--- src/boot_pkg.sv ---
package boot_pkg;

  // Boot mode strap encoding
  typedef enum logic [1:0] {
    boot_none = 2'h0,
    boot_host = 2'h1,
    boot_emem = 2'h2
  } boot_mode_t;

  // Power-down field values
  localparam logic [5:0] pd_none_code    = 6'h00;
  localparam logic [5:0] pd_pll_stop     = 6'h1a;
  localparam logic [5:0] pd_main_input_clock_stop   = 6'h1c;
  localparam int unsigned pd_width       = 6;

  // Pin synchronisers: hardware reset (inverted), test reset, emulator
  localparam int unsigned sync_pins      = 3;
  localparam logic [2:0]  pin_rst_level  = 3'h1;

  // Boot copy geometry
  localparam int unsigned rom_bytes      = 1024;
  localparam logic [31:0] rom_base       = 32'h9000_0000;
  localparam logic [31:0] boot_dest      = 32'h0000_0000;
  localparam logic [31:0] cpu_start_addr = 32'h0000_0000;

  // Register map, byte addresses
  localparam logic [7:0] reg_ctrl   = 8'h00;
  localparam logic [7:0] reg_status = 8'h04;
  localparam logic [7:0] reg_power  = 8'h08;

  // Control register bits
  localparam int unsigned ctrl_h2c_bit = 0;
  localparam int unsigned ctrl_clr_bit = 1;

  localparam logic [1:0] resp_okay   = 2'h0;
  localparam logic [1:0] resp_slverr = 2'h2;

  // Memory write issued by the boot copy
  typedef struct packed {
    logic        valid;
    logic [31:0] addr;
    logic [31:0] data;
  } mem_wr_t;

  // ROM byte read request and answer
  typedef struct packed {
    logic        valid;
    logic [31:0] addr;
  } rom_req_t;

  typedef struct packed {
    logic       valid;
    logic [7:0] data;
  } rom_rsp_t;

endpackage

--- src/boot_reset_sequencer.sv ---
`timescale 1ns/10ps
// What this block does
// - Low reset holds all but the AXI slave, pin synchronisers and emulation latch in reset
// - Host boot stalls CPU, rest runs
// - Bus strap picks parallel port or PCI
// - Host interrupt bit ends stall, start 0
// - Stall interrupt not latched for CPU
// - Host may read and write memory
// - No new interrupt until CPU clears
// - DMA copies 1K ROM to zero
// - Pack bytes into 32-bit words
// - Block done releases CPU at zero
// - No boot runs from zero directly
// - Emulator masks user power-down modes
// - PLL/clock stop modes idle emulation
// - Boot needs only hardware reset released
// - ID variant valid after reset release
// - Test reset rise latches emulation pins
// - Stop mode codes exit only by reset
module boot_reset_sequencer
  import boot_pkg::*;
#(
  parameter bit big_endian = 1'b0
) (
  input  wire logic        clk_sys,
  input  wire logic        reset,
  input  wire logic        hw_reset_n,
  input  wire logic [1:0]  boot_mode_strap,
  input  wire logic        bus_select_strap,
  input  wire logic        test_reset_n,
  input  wire logic        emulation_config_pin0,
  input  wire logic        emulation_config_pin1,
  input  wire logic        emulator_attached,
  input  wire logic        emu_exec_cmd,
  input  wire logic        host_mem_access,
  output rom_req_t         rom_req,
  input  wire rom_rsp_t    rom_rsp,
  output mem_wr_t          mem_wr,
  output logic             cpu_stall,
  output logic             cpu_run,
  output logic [31:0]      cpu_start_pc,
  output logic             cpu_host_irq,
  output logic             host_port_sel,
  output logic             pci_sel,
  output logic             host_mem_grant,
  output logic             pd_gate_active,
  output logic             emu_spin_idle,
  output logic             id_variant_valid,
  output logic [1:0]       emu_config,
  input  wire logic        s_axi_awvalid,
  output logic             s_axi_awready,
  input  wire logic [31:0] s_axi_awaddr,
  input  wire logic        s_axi_wvalid,
  output logic             s_axi_wready,
  input  wire logic [31:0] s_axi_wdata,
  input  wire logic [3:0]  s_axi_wstrb,
  output logic             s_axi_bvalid,
  input  wire logic        s_axi_bready,
  output logic [1:0]       s_axi_bresp,
  input  wire logic        s_axi_arvalid,
  output logic             s_axi_arready,
  input  wire logic [31:0] s_axi_araddr,
  output logic             s_axi_rvalid,
  input  wire logic        s_axi_rready,
  output logic [31:0]      s_axi_rdata,
  output logic [1:0]       s_axi_rresp
);

  localparam int unsigned word_count = rom_bytes / 4;

  typedef enum {st_reset, st_host_stall, st_copy_req, st_copy_wait, st_copy_write,
                st_running} boot_state_t;

  // ==========================================================
  // Pin synchronisers
  // ==========================================================
  // Bit 0 carries the hardware reset inverted, so 1 means held
  logic [sync_pins-1:0] pin_raw;
  logic [sync_pins-1:0] pin_level;
  logic                 hw_rst_act;
  logic                 trst_level;
  logic                 trst_prev;
  logic                 emu_att;
  logic                 in_reset;

  assign pin_raw = {emulator_attached, test_reset_n, ~hw_reset_n};
  // Level changes only once stages two and three agree
  for (genvar p = 0; p < sync_pins; p++) begin : g_sync
    logic [2:0] stage;
    logic       level;
    always_ff @(posedge clk_sys) begin
      if (reset) begin
        stage <= {3{pin_rst_level[p]}};
        level <= pin_rst_level[p];
      end else begin
        stage <= {stage[1:0], pin_raw[p]};
        if (stage[1] == stage[2]) begin
          level <= stage[2];
        end
      end
    end
    assign pin_level[p] = level;
  end
  assign hw_rst_act = pin_level[0];
  assign trst_level = pin_level[1];
  assign emu_att    = pin_level[2];
  assign in_reset   = reset | hw_rst_act;

  // ==========================================================
  // Strap capture
  // ==========================================================
  boot_mode_t mode;
  logic       bus_sel, straps_taken;

  always_ff @(posedge clk_sys) begin
    if (in_reset) begin
      straps_taken <= 1'b0;
      mode         <= boot_none;
      bus_sel      <= 1'b0;
    end else if (!straps_taken) begin
      straps_taken <= 1'b1;
      mode         <= boot_mode_t'(boot_mode_strap);
      bus_sel      <= bus_select_strap;
    end
  end

  // ==========================================================
  // Emulation configuration latch
  // ==========================================================
  // latch on rise
  always_ff @(posedge clk_sys) begin
    if (reset) begin
      trst_prev  <= 1'b0;
      emu_config <= 2'h0;
    end else begin
      trst_prev <= trst_level;
      if (!hw_rst_act && trst_level && !trst_prev) begin
        emu_config <= {emulation_config_pin1, emulation_config_pin0};
      end
    end
  end

  assign id_variant_valid = ~hw_rst_act;

  // ==========================================================
  // Host interrupt bit and control registers
  // ==========================================================
  logic       h2c_bit, wr_fire, wr_ctrl, wr_power;
  logic       aw_held, w_held;
  logic [5:0] power_down_field;
  logic [7:0] aw_addr;
  logic [31:0] w_data;
  logic [3:0] w_strb;
  boot_state_t state;

  assign wr_fire  = aw_held && w_held && !s_axi_bvalid;
  assign wr_ctrl  = wr_fire && (aw_addr == reg_ctrl) && w_strb[0];
  assign wr_power = wr_fire && (aw_addr == reg_power) && w_strb[0];

  always_ff @(posedge clk_sys) begin
    if (in_reset) begin
      h2c_bit <= 1'b0;
    end else if (wr_ctrl && w_data[ctrl_h2c_bit]) begin
      h2c_bit <= 1'b1;
    end else if (wr_ctrl && w_data[ctrl_clr_bit] && state == st_running) begin
      h2c_bit <= 1'b0;
    end
  end

  always_ff @(posedge clk_sys) begin
    if (in_reset) begin
      cpu_host_irq <= 1'b0;
    end else if (wr_ctrl && w_data[ctrl_h2c_bit] && !h2c_bit && state == st_running) begin
      cpu_host_irq <= 1'b1;
    end else if (!h2c_bit) begin
      cpu_host_irq <= 1'b0;
    end
  end

  function automatic logic pd_stop_mode(input logic [5:0] f);
    return (f == pd_pll_stop) || (f == pd_main_input_clock_stop);
  endfunction

  always_ff @(posedge clk_sys) begin
    if (in_reset) begin
      power_down_field <= pd_none_code;
    end else if (wr_power && !pd_stop_mode(power_down_field)) begin
      power_down_field <= w_data[pd_width-1:0];
    end
  end
  assign pd_gate_active = (power_down_field != pd_none_code) && !emu_att;
  assign emu_spin_idle  = pd_stop_mode(power_down_field) && emu_exec_cmd;

  // ==========================================================
  // Boot sequencer
  // ==========================================================
  logic [7:0]  word_idx;
  logic [1:0]  byte_idx;
  logic [31:0] pack;

  always_ff @(posedge clk_sys) begin
    if (in_reset) begin
      state    <= st_reset;
      word_idx <= 8'h00;
      byte_idx <= 2'h0;
      pack     <= 32'h0;
    end else begin
      case (state)
        st_reset: begin
          if (straps_taken) begin
            case (mode)
              boot_host: state <= st_host_stall;
              boot_emem: state <= st_copy_req;
              default:   state <= st_running;
            endcase
          end
        end
        st_host_stall: begin
          if (h2c_bit) begin
            state <= st_running;
          end
        end
        st_copy_req: state <= st_copy_wait;
        st_copy_wait: begin
          if (rom_rsp.valid) begin
            if (big_endian) begin
              pack <= {pack[23:0], rom_rsp.data};
            end else begin
              pack <= {rom_rsp.data, pack[31:8]};
            end
            byte_idx <= byte_idx + 2'h1;
            state    <= (byte_idx == 2'h3) ? st_copy_write : st_copy_req;
          end
        end
        st_copy_write: begin
          word_idx <= word_idx + 8'h01;
          state    <= (word_idx == 8'(word_count - 1)) ? st_running : st_copy_req;
        end
        st_running: state <= st_running;
        default:    state <= st_reset;
      endcase
    end
  end

  assign rom_req.valid = (state == st_copy_req);
  assign rom_req.addr  = rom_base + {22'h0, word_idx, byte_idx};
  assign mem_wr.valid  = (state == st_copy_write);
  assign mem_wr.addr   = boot_dest + {22'h0, word_idx, 2'h0};
  assign mem_wr.data   = pack;

  assign cpu_run      = (state == st_running);
  assign cpu_stall    = ~cpu_run;
  assign cpu_start_pc = cpu_start_addr;
  assign host_port_sel = (mode == boot_host) && straps_taken && !bus_sel;
  assign pci_sel       = (mode == boot_host) && straps_taken && bus_sel;
  assign host_mem_grant = host_mem_access && !in_reset && (mode == boot_host);

  // ==========================================================
  // AXI4-Lite slave
  // ==========================================================
  assign s_axi_awready = !aw_held;
  assign s_axi_wready  = !w_held;
  assign s_axi_arready = !s_axi_rvalid;

  always_ff @(posedge clk_sys) begin
    if (reset) begin
      aw_held      <= 1'b0;
      w_held       <= 1'b0;
      aw_addr      <= 8'h00;
      w_data       <= 32'h0;
      w_strb       <= 4'h0;
      s_axi_bvalid <= 1'b0;
      s_axi_bresp  <= resp_okay;
    end else begin
      if (s_axi_awvalid && !aw_held) begin
        aw_held <= 1'b1;
        aw_addr <= s_axi_awaddr[7:0];
      end
      if (s_axi_wvalid && !w_held) begin
        w_held <= 1'b1;
        w_data <= s_axi_wdata;
        w_strb <= s_axi_wstrb;
      end
      if (wr_fire) begin
        aw_held      <= 1'b0;
        w_held       <= 1'b0;
        s_axi_bvalid <= 1'b1;
        s_axi_bresp  <= (aw_addr == reg_ctrl || aw_addr == reg_power) ? resp_okay : resp_slverr;
      end else if (s_axi_bvalid && s_axi_bready) begin
        s_axi_bvalid <= 1'b0;
      end
    end
  end

  always_ff @(posedge clk_sys) begin
    if (reset) begin
      s_axi_rvalid <= 1'b0;
      s_axi_rdata  <= 32'h0;
      s_axi_rresp  <= resp_okay;
    end else if (s_axi_arvalid && !s_axi_rvalid) begin
      s_axi_rvalid <= 1'b1;
      s_axi_rresp  <= resp_okay;
      case (s_axi_araddr[7:0])
        reg_ctrl:   s_axi_rdata <= {31'h0, h2c_bit};
        reg_status: s_axi_rdata <= {22'h0, emu_config, emu_att, pd_gate_active,
                                    bus_sel, mode, cpu_stall, hw_rst_act, cpu_run};
        reg_power:  s_axi_rdata <= {26'h0, power_down_field};
        default: begin
          s_axi_rdata <= 32'h0;
          s_axi_rresp <= resp_slverr;
        end
      endcase
    end else if (s_axi_rvalid && s_axi_rready) begin
      s_axi_rvalid <= 1'b0;
    end
  end

endmodule

--- config.mk ---
export PLATFORM = sky130hd
export DESIGN_NAME = boot_reset_sequencer
export DESIGN_NICKNAME = d
export VERILOG_FILES = /design/src/boot_pkg.sv /design/src/boot_reset_sequencer.sv
export SDC_FILE = /design/constraint.sdc
export NUM_CORES = 1
export LEC_CHECK = 0
export ABC_AREA = 0
export BUFFER_PORTS_ARGS = -buffer_cell sky130_fd_sc_hd__buf_2
export CORE_AREA = 2 2 120 122
export CTS_CLUSTER_SIZE = 20
export DETAILED_ROUTE_END_ITERATION = 8
export DIE_AREA = 0 0 122 124
export PLACE_DENSITY_LB_ADDON = 0.12
export SETUP_SLACK_MARGIN = 0.2
export SYNTH_ARGS = -nofsm -noshare
export SYNTH_HDL_FRONTEND = slang
export SYNTH_SLANG_ARGS = --single-unit
--- constraint.sdc ---
create_clock -name clk_sys -period 4.4 [get_ports clk_sys]
set_input_delay 0.22 -clock clk_sys [delete_from_list [all_inputs] [get_ports clk_sys]]
set_output_delay 0.22 -clock clk_sys [all_outputs]
set_load 0.02 [all_outputs]
; ---- Word level (Yosys, flattened, before mapping)
; Index checks and enable logic that the tools add are counted.
; W data, S select, Z words.
[word_totals]
out_inout_bits = 182
elab_cells = 128
register_bits = 156
input_bits = 126
[op_classes]
n_mux = 19
bitwise = 4
eq_ne = 24
reduce_logical = 50
add_sub_neg = 3
[op_table]
columns = operator, count
row1 = $pmux W32 S6, 1
row2 = $eq A32 B3 Y1 const B, 3
row3 = $mux W32, 3
row4 = $eq A32 B2 Y1 const B, 2
row5 = $eq A32 B4 Y1 const B, 2
row6 = $add A32 B10 Y32 const A, 1
row7 = $eq A32 B1 Y1 const B, 1
row8 = $logic_not A32 Y1, 1
row9 = $pmux W10 S3, 1
row10 = $logic_and A1 B1 Y1, 26
row11 = $eq A8 B4 Y1 const B, 2
row12 = $logic_not A8 Y1, 2
row13 = $eq A6 B5 Y1 const B, 2
row14 = $logic_not A1 Y1, 11
row15 = $mux W1, 9
row16 = $add A8 B1 Y8 const B, 1
row17 = $eq A8 B3 Y1 const B, 1
row18 = $eq A8 B8 Y1 const B, 1
row19 = $mux W3, 2
row20 = $ne A2 B2 Y1 const B, 3
row21 = $pmux W3 S2, 1
row22 = $reduce_bool A2 Y1, 3
row23 = $reduce_bool A6 Y1, 1
row24 = $eq A2 B2 Y1 const B, 2
row25 = other kinds (12), 18

; ---- Longest topological paths before layout
[logic_depth]
ltp_word = 8
ltp_mapped = 6
depth_no_buf = 6

; ---- Worst setup path before layout
; Ideal clock, no wire load.
[synth_path]
path_kind = reg2reg
from = reg s_axi_bvalid
to = reg cpu_host_irq
period_less_slack_ns = 1.544
stages_incl_launch_ff = 6
path_buffers = 1
setup_slack_ns = 2.856
arrival_time_ns = 1.473
cell_sequence = dfxtp_1 -> and3b_1 -> buf_2 -> nand4_4 -> or4_1 -> a21oi_1
[synth_via]
elab_chain_cells = 8
elab_cells_between_ends = 9
classes_between = 1 x eq/ne / 1 x mux / 7 x reduce/logical
[synth_lines]
columns = item, line
row1 = "start, declared", boot_reset_sequencer.sv:57  ; output logic s_axi_bvalid,
row2 = "start signal, assigned", boot_reset_sequencer.sv:272  ; s_axi_bvalid <= 1'b0;
row3 = "start signal, assigned", boot_reset_sequencer.sv:287  ; s_axi_bvalid <= 1'b1;
row4 = "start signal, assigned", boot_reset_sequencer.sv:290  ; s_axi_bvalid <= 1'b0;
row5 = $logic_not A1 Y1 (*), boot_reset_sequencer.sv:156  ; assign wr_fire = aw_held && w_held && !s_axi_bvalid;
row6 = $logic_and A1 B1 Y1 (*), boot_reset_sequencer.sv:156
row7 = $logic_and A1 B1 Y1 (*) (2 in series), boot_reset_sequencer.sv:157  ; assign wr_ctrl = wr_fire && (aw_addr == reg_ctrl) && w_strb[0];
row8 = $logic_and A1 B1 Y1 (*) (3 in series), boot_reset_sequencer.sv:173  ; end else if (wr_ctrl && w_data[ctrl_h2c_bit] && !h2c_bit && state == st_running) begin
row9 = $ne A2 B1 Y1 (no source line) / $mux W1 (equally long branches), -
row10 = "end signal, assigned", boot_reset_sequencer.sv:172  ; cpu_host_irq <= 1'b0;
row11 = "end signal, assigned", boot_reset_sequencer.sv:174  ; cpu_host_irq <= 1'b1;
row12 = "end signal, assigned", boot_reset_sequencer.sv:176  ; cpu_host_irq <= 1'b0;
row13 = "end, declared", boot_reset_sequencer.sv:42  ; output logic cpu_host_irq,
; Mark *: on every way between the ends. The rest lies on a longest branch, timed or not.
; A chain may end at the register's enable or synchronous reset.

==> summary.md <==
| Metric | Value |
|---|---|
| Fraction of the mapped netlist area in adder cells | `0.0128` |
| Xor and xnor area share after synthesis | `0.0161` |
| Setup TNS after final layout | `0 ns` |
| CTS sink count | `103` |
| Final Skew | `0.00613 ns` |
| Minimum hold slack | `0.0385 ns` |
| CTS Buf Count | `9` |
| Reg-to-reg startpoint | `state[2]$_SDFFE_PN0P_` |
| Maximum number of pins on one net before global-route repair | `55` |
| Crit Path Max Fanout | `12` |
| Buffer depth of the longest clock path | `2` |
| WL/cell | `12.2 um` |
| Cell count after synthesis | `582` |
| Filler Cell Count | `1441` |
| Crit share post-route | `0.553` |
| Remaining max-slew budget at the tightest pin | `0.191` |
| Final Util | `0.401` |
| Initial standard-cell utilization of the core | `0.356` |
| Hold Path Stages | `2` |
| Global-route total usage across every layer | `0.138` |
| Flip-flop cell with the highest count after synthesis | `sky130_fd_sc_hd__dfxtp_1` |
| Die Outline Area | `15100 um^2` |
| Library cell occupying the most area in the post-synthesis netlist | `sky130_fd_sc_hd__dfxtp_1` |
| Placed Instance Area | `5210 um^2` |
| Placement row count | `43` |
| Number of warnings printed during yosys synthesis | `0` |
| Transition at the pin with the smallest max-transition slack | `1.21 ns` |
| Number of diodes | `0` |
| Detailed Route WL | `10.6 mm` |
| CTS tree | `done` |
| Global-route wire length before repair | `16.2 mm` |
| Sequential fraction of the synthesis area | `0.422` |
| Pins Over Slew Limit | `0` |
| Path type of the worst setup path | `reg -> out` |
| Fin area | `5510 um^2` |
| Cell at the root of the clock tree | `sky130_fd_sc_hd__clkbuf_16` |
| Power per cell area | `350 nW/um^2` |
| Std-Cell Core Area | `13700 um^2` |
| Synth async-reset ratio | `0` |
| Post-synthesis compound-gate area fraction | `0.107` |
| Nature of the critical path startpoint | `flip-flop` |
| Overflow left after global routing | `0` |
| Quantity of I/O buffers inserted on ports | `128` |
| Destination of the worst register-to-register timing path | `word_idx[4]$_SDFFE_PN0N_` |
| Clock transition at the register clock pins on the worst setup and hold paths after CTS | `0.07 ns` |
| Syn Std Cell Area | `4890 um^2` |
| Run status | `completed` |
| Min cycle time layout | `2.43 ns` |
| Largest vdd supply drop | `0.229 mV` |
| Total number of H-tree levels | `3` |
| Count of final setup violators | `0` |
| Multi-input gate area | `2210 um^2` |
| Endpoint of the worst hold path | `g_sync[0].stage[0]$_SDFF_PP1_` |
| Simple-Gate Fraction of Synth Area | `0.195` |
| Arrival time of data at the critical path endpoint | `2.21 ns` |
| Floorplan die height | `124 um` |
| Detailed placer's ending HPWL | `7.88 mm` |
| IO Pins | `308` |
| Count of vias placed by the detailed router | `3781` |
| F_max | `411 MHz` |
| Number of antenna violations at the first check in global routing | `0` |
| FF+latch count, synth | `103` |
| Setup slack of the worst register-to-register path | `2.25 ns` |
| Share of cells above drive strength 1 | `0.225` |
| Required arrival time at the worst endpoint | `4.18 ns` |
| Synth area leaders | `sky130_fd_sc_hd__dfxtp_1 42%, sky130_fd_sc_hd__buf_4 17%, sky130_fd_sc_hd__nand2_1 6.7%, sky130_fd_sc_hd__a21oi_1 6.1%, sky130_fd_sc_hd__mux2i_1 4.1%` |
| R2r worst-path depth | `4` |
| Crit end category | `primary output` |
| Residual DRC count | `0` |
| Worst-case setup slack after placement | `2.21 ns` |
| Total iterations of the first detailed-routing run | `4` |
| Largest family of logic cells by synthesized area | `buffers and inverters` |
| Count of buffers added by post-CTS timing repair for setup | `0` |
| Most frequent cells after synthesis | `110 x sky130_fd_sc_hd__buf_4, 103 x sky130_fd_sc_hd__dfxtp_1, 87 x sky130_fd_sc_hd__nand2_1, 60 x sky130_fd_sc_hd__a21oi_1, 43 x sky130_fd_sc_hd__nor2_1` |
| Antenna-violating nets left | `0` |
| Mux share of post-synthesis cell area | `0.0432` |
| Syn Area/Cell | `8.40 um^2` |
| Start point of the worst hold path | `hw_reset_n` |
| Die width | `122 um` |
| RSZ-0062 raised after global routing | `no` |
| Sequential standard cell area | `2060 um^2` |
| Leakage power of the design | `2.45 nW` |
| Maximum capacitance violations | `0` |
| Detailed Route Iter0 Violations | `144` |
| Post_cts resized | `0` |
| EDFF count, synth | `0` |
| Final setup margin | `1.97 ns` |
| Vias per cell | `4.35` |
| Final Hold Vio Count | `0` |
| Share of the synthesized area in the top cell type | `0.422` |
| Last weighted congestion value of the routability-driven placer | `0.737` |
| Leading cell type by number of instances after synthesis | `sky130_fd_sc_hd__buf_4` |
| Synthesis-to-layout area growth | `12.6%` |
| Hold/Removal Path Class | `in -> reg` |
| Distinct cell type count of the synthesized netlist | `46` |
| Clock latency on the worst-skew pair | `0.35 ns` |
| Number of hold buffers added after cts | `0` |
| Number of nets in the final layout | `815` |
| Vias in the first global route | `3330` |
[cells by family after synthesis]
kind of cell	Yosys count
DFF	103
buffers and inverters	152
muxes	21
and+or+nand+nor	199
adders and majority gates	5
other	2
AOI/OAI and AO/OA	91
xor gates and xnor gates	9
[how the worst max path moves through the flow]
stage | cells after the start | slack [ns] | to | from
after floorplan | 5 | 2.86 | cpu_host_irq$_SDFFE_PN0P_ | s_axi_bvalid$_SDFFE_PP0P_
after global placement | 6 | 2.26 | state[0]$_SDFFE_PN0P_ | reset
after detailed placement | 4 | 2.21 | word_idx[4]$_SDFFE_PN0N_ | state[2]$_SDFFE_PN0P_
after CTS | 2 | 1.89 | mem_wr[64] | state[2]$_SDFFE_PN0P_
after global routing | 2 | 1.79 | mem_wr[64] | state[2]$_SDFFE_PN0P_
final | 2 | 1.97 | mem_wr[64] | state[2]$_SDFFE_PN0P_
[flip-flops by register name, indices dropped and copies added (netlist names), 2 cells and up]
name	count
word_idx	8
s_axi_rdata	10
g_sync.level	2
state	3
emu_config	2
w_data	6
aw_addr	8
power_down_field	6
pack	32
byte_idx	2
g_sync.stage	9
mode	2
[final cells by class]
type	instances	share of cell area
timing repair buffer	131	0.120
tap	180	0.0409
multi-input combinational	427	0.402
sequential	103	0.374
clock inverter	5	0.0102
inverter	12	0.00818
clock buffer	11	0.0441
[power breakdown]
group	leakage (nW)	internal, mW	switching (mW)
combinational	1.47	0.0405	0.127
clock	0.146	0.457	0.346
sequential	0.835	0.948	0.0113
total	2.45	1.45	0.484
[cells in the final DEF, fill, tap and decap left out, types with 2 or more instances in the layout]
master,synthesis,final
sky130_fd_sc_hd__ha_1,5,5
sky130_fd_sc_hd__nand2_1,87,87
sky130_fd_sc_hd__buf_2,7,128
sky130_fd_sc_hd__and3_1,4,4
sky130_fd_sc_hd__nor3b_1,3,3
sky130_fd_sc_hd__nor3_1,3,3
sky130_fd_sc_hd__o32ai_1,2,2
sky130_fd_sc_hd__dfxtp_1,103,103
sky130_fd_sc_hd__and4_1,3,3
sky130_fd_sc_hd__nand3b_1,3,3
sky130_fd_sc_hd__and2_1,2,2
sky130_fd_sc_hd__nor2_1,43,43
sky130_fd_sc_hd__o21ai_0,10,10
sky130_fd_sc_hd__or4_1,2,2
sky130_fd_sc_hd__o211ai_1,3,3
sky130_fd_sc_hd__or2_2,3,3
sky130_fd_sc_hd__nand4_1,7,7
sky130_fd_sc_hd__nand2b_1,3,3
sky130_fd_sc_hd__nand3_1,16,16
sky130_fd_sc_hd__nor2b_1,14,14
sky130_fd_sc_hd__a21oi_1,60,60
sky130_fd_sc_hd__inv_1,12,12
sky130_fd_sc_hd__a311oi_1,2,2
sky130_fd_sc_hd__buf_4,110,3
sky130_fd_sc_hd__clkbuf_16,0,9
sky130_fd_sc_hd__clkinv_2,0,2
sky130_fd_sc_hd__xnor2_1,2,2
sky130_fd_sc_hd__xor2_1,7,7
sky130_fd_sc_hd__mux2i_1,20,20
sky130_fd_sc_hd__a22o_1,5,5
sky130_fd_sc_hd__a2bb2oi_1,2,2
sky130_fd_sc_hd__conb_1,2,102
[metal layers]
layer | vias to the layer above | track usage | share of wire
met1 | 1716 | 0.171 | 0.44
met3 | 10 | 0.0536 | 0.077
met2 | 140 | 0.218 | 0.47
li1 | 1915 | - | -
met5 | - | 0 | 0
met4 | 0 | 0.0532 | 0.016
[per-stage QoR]
step,cells,total power [mW]
final,869,1.93
after global routing,869,2.01
after CTS,869,1.97
after detailed placement,853,1.15
after global placement,853,1.15
after floorplan,682,1.18
[worst max-delay path: stages (launching register included)]
cell,delay [ns]
sky130_fd_sc_hd__dfxtp_1,0.53
sky130_fd_sc_hd__nor3b_1,1.01
sky130_fd_sc_hd__buf_2,0.33
Power figures use the tool's default switching activity.
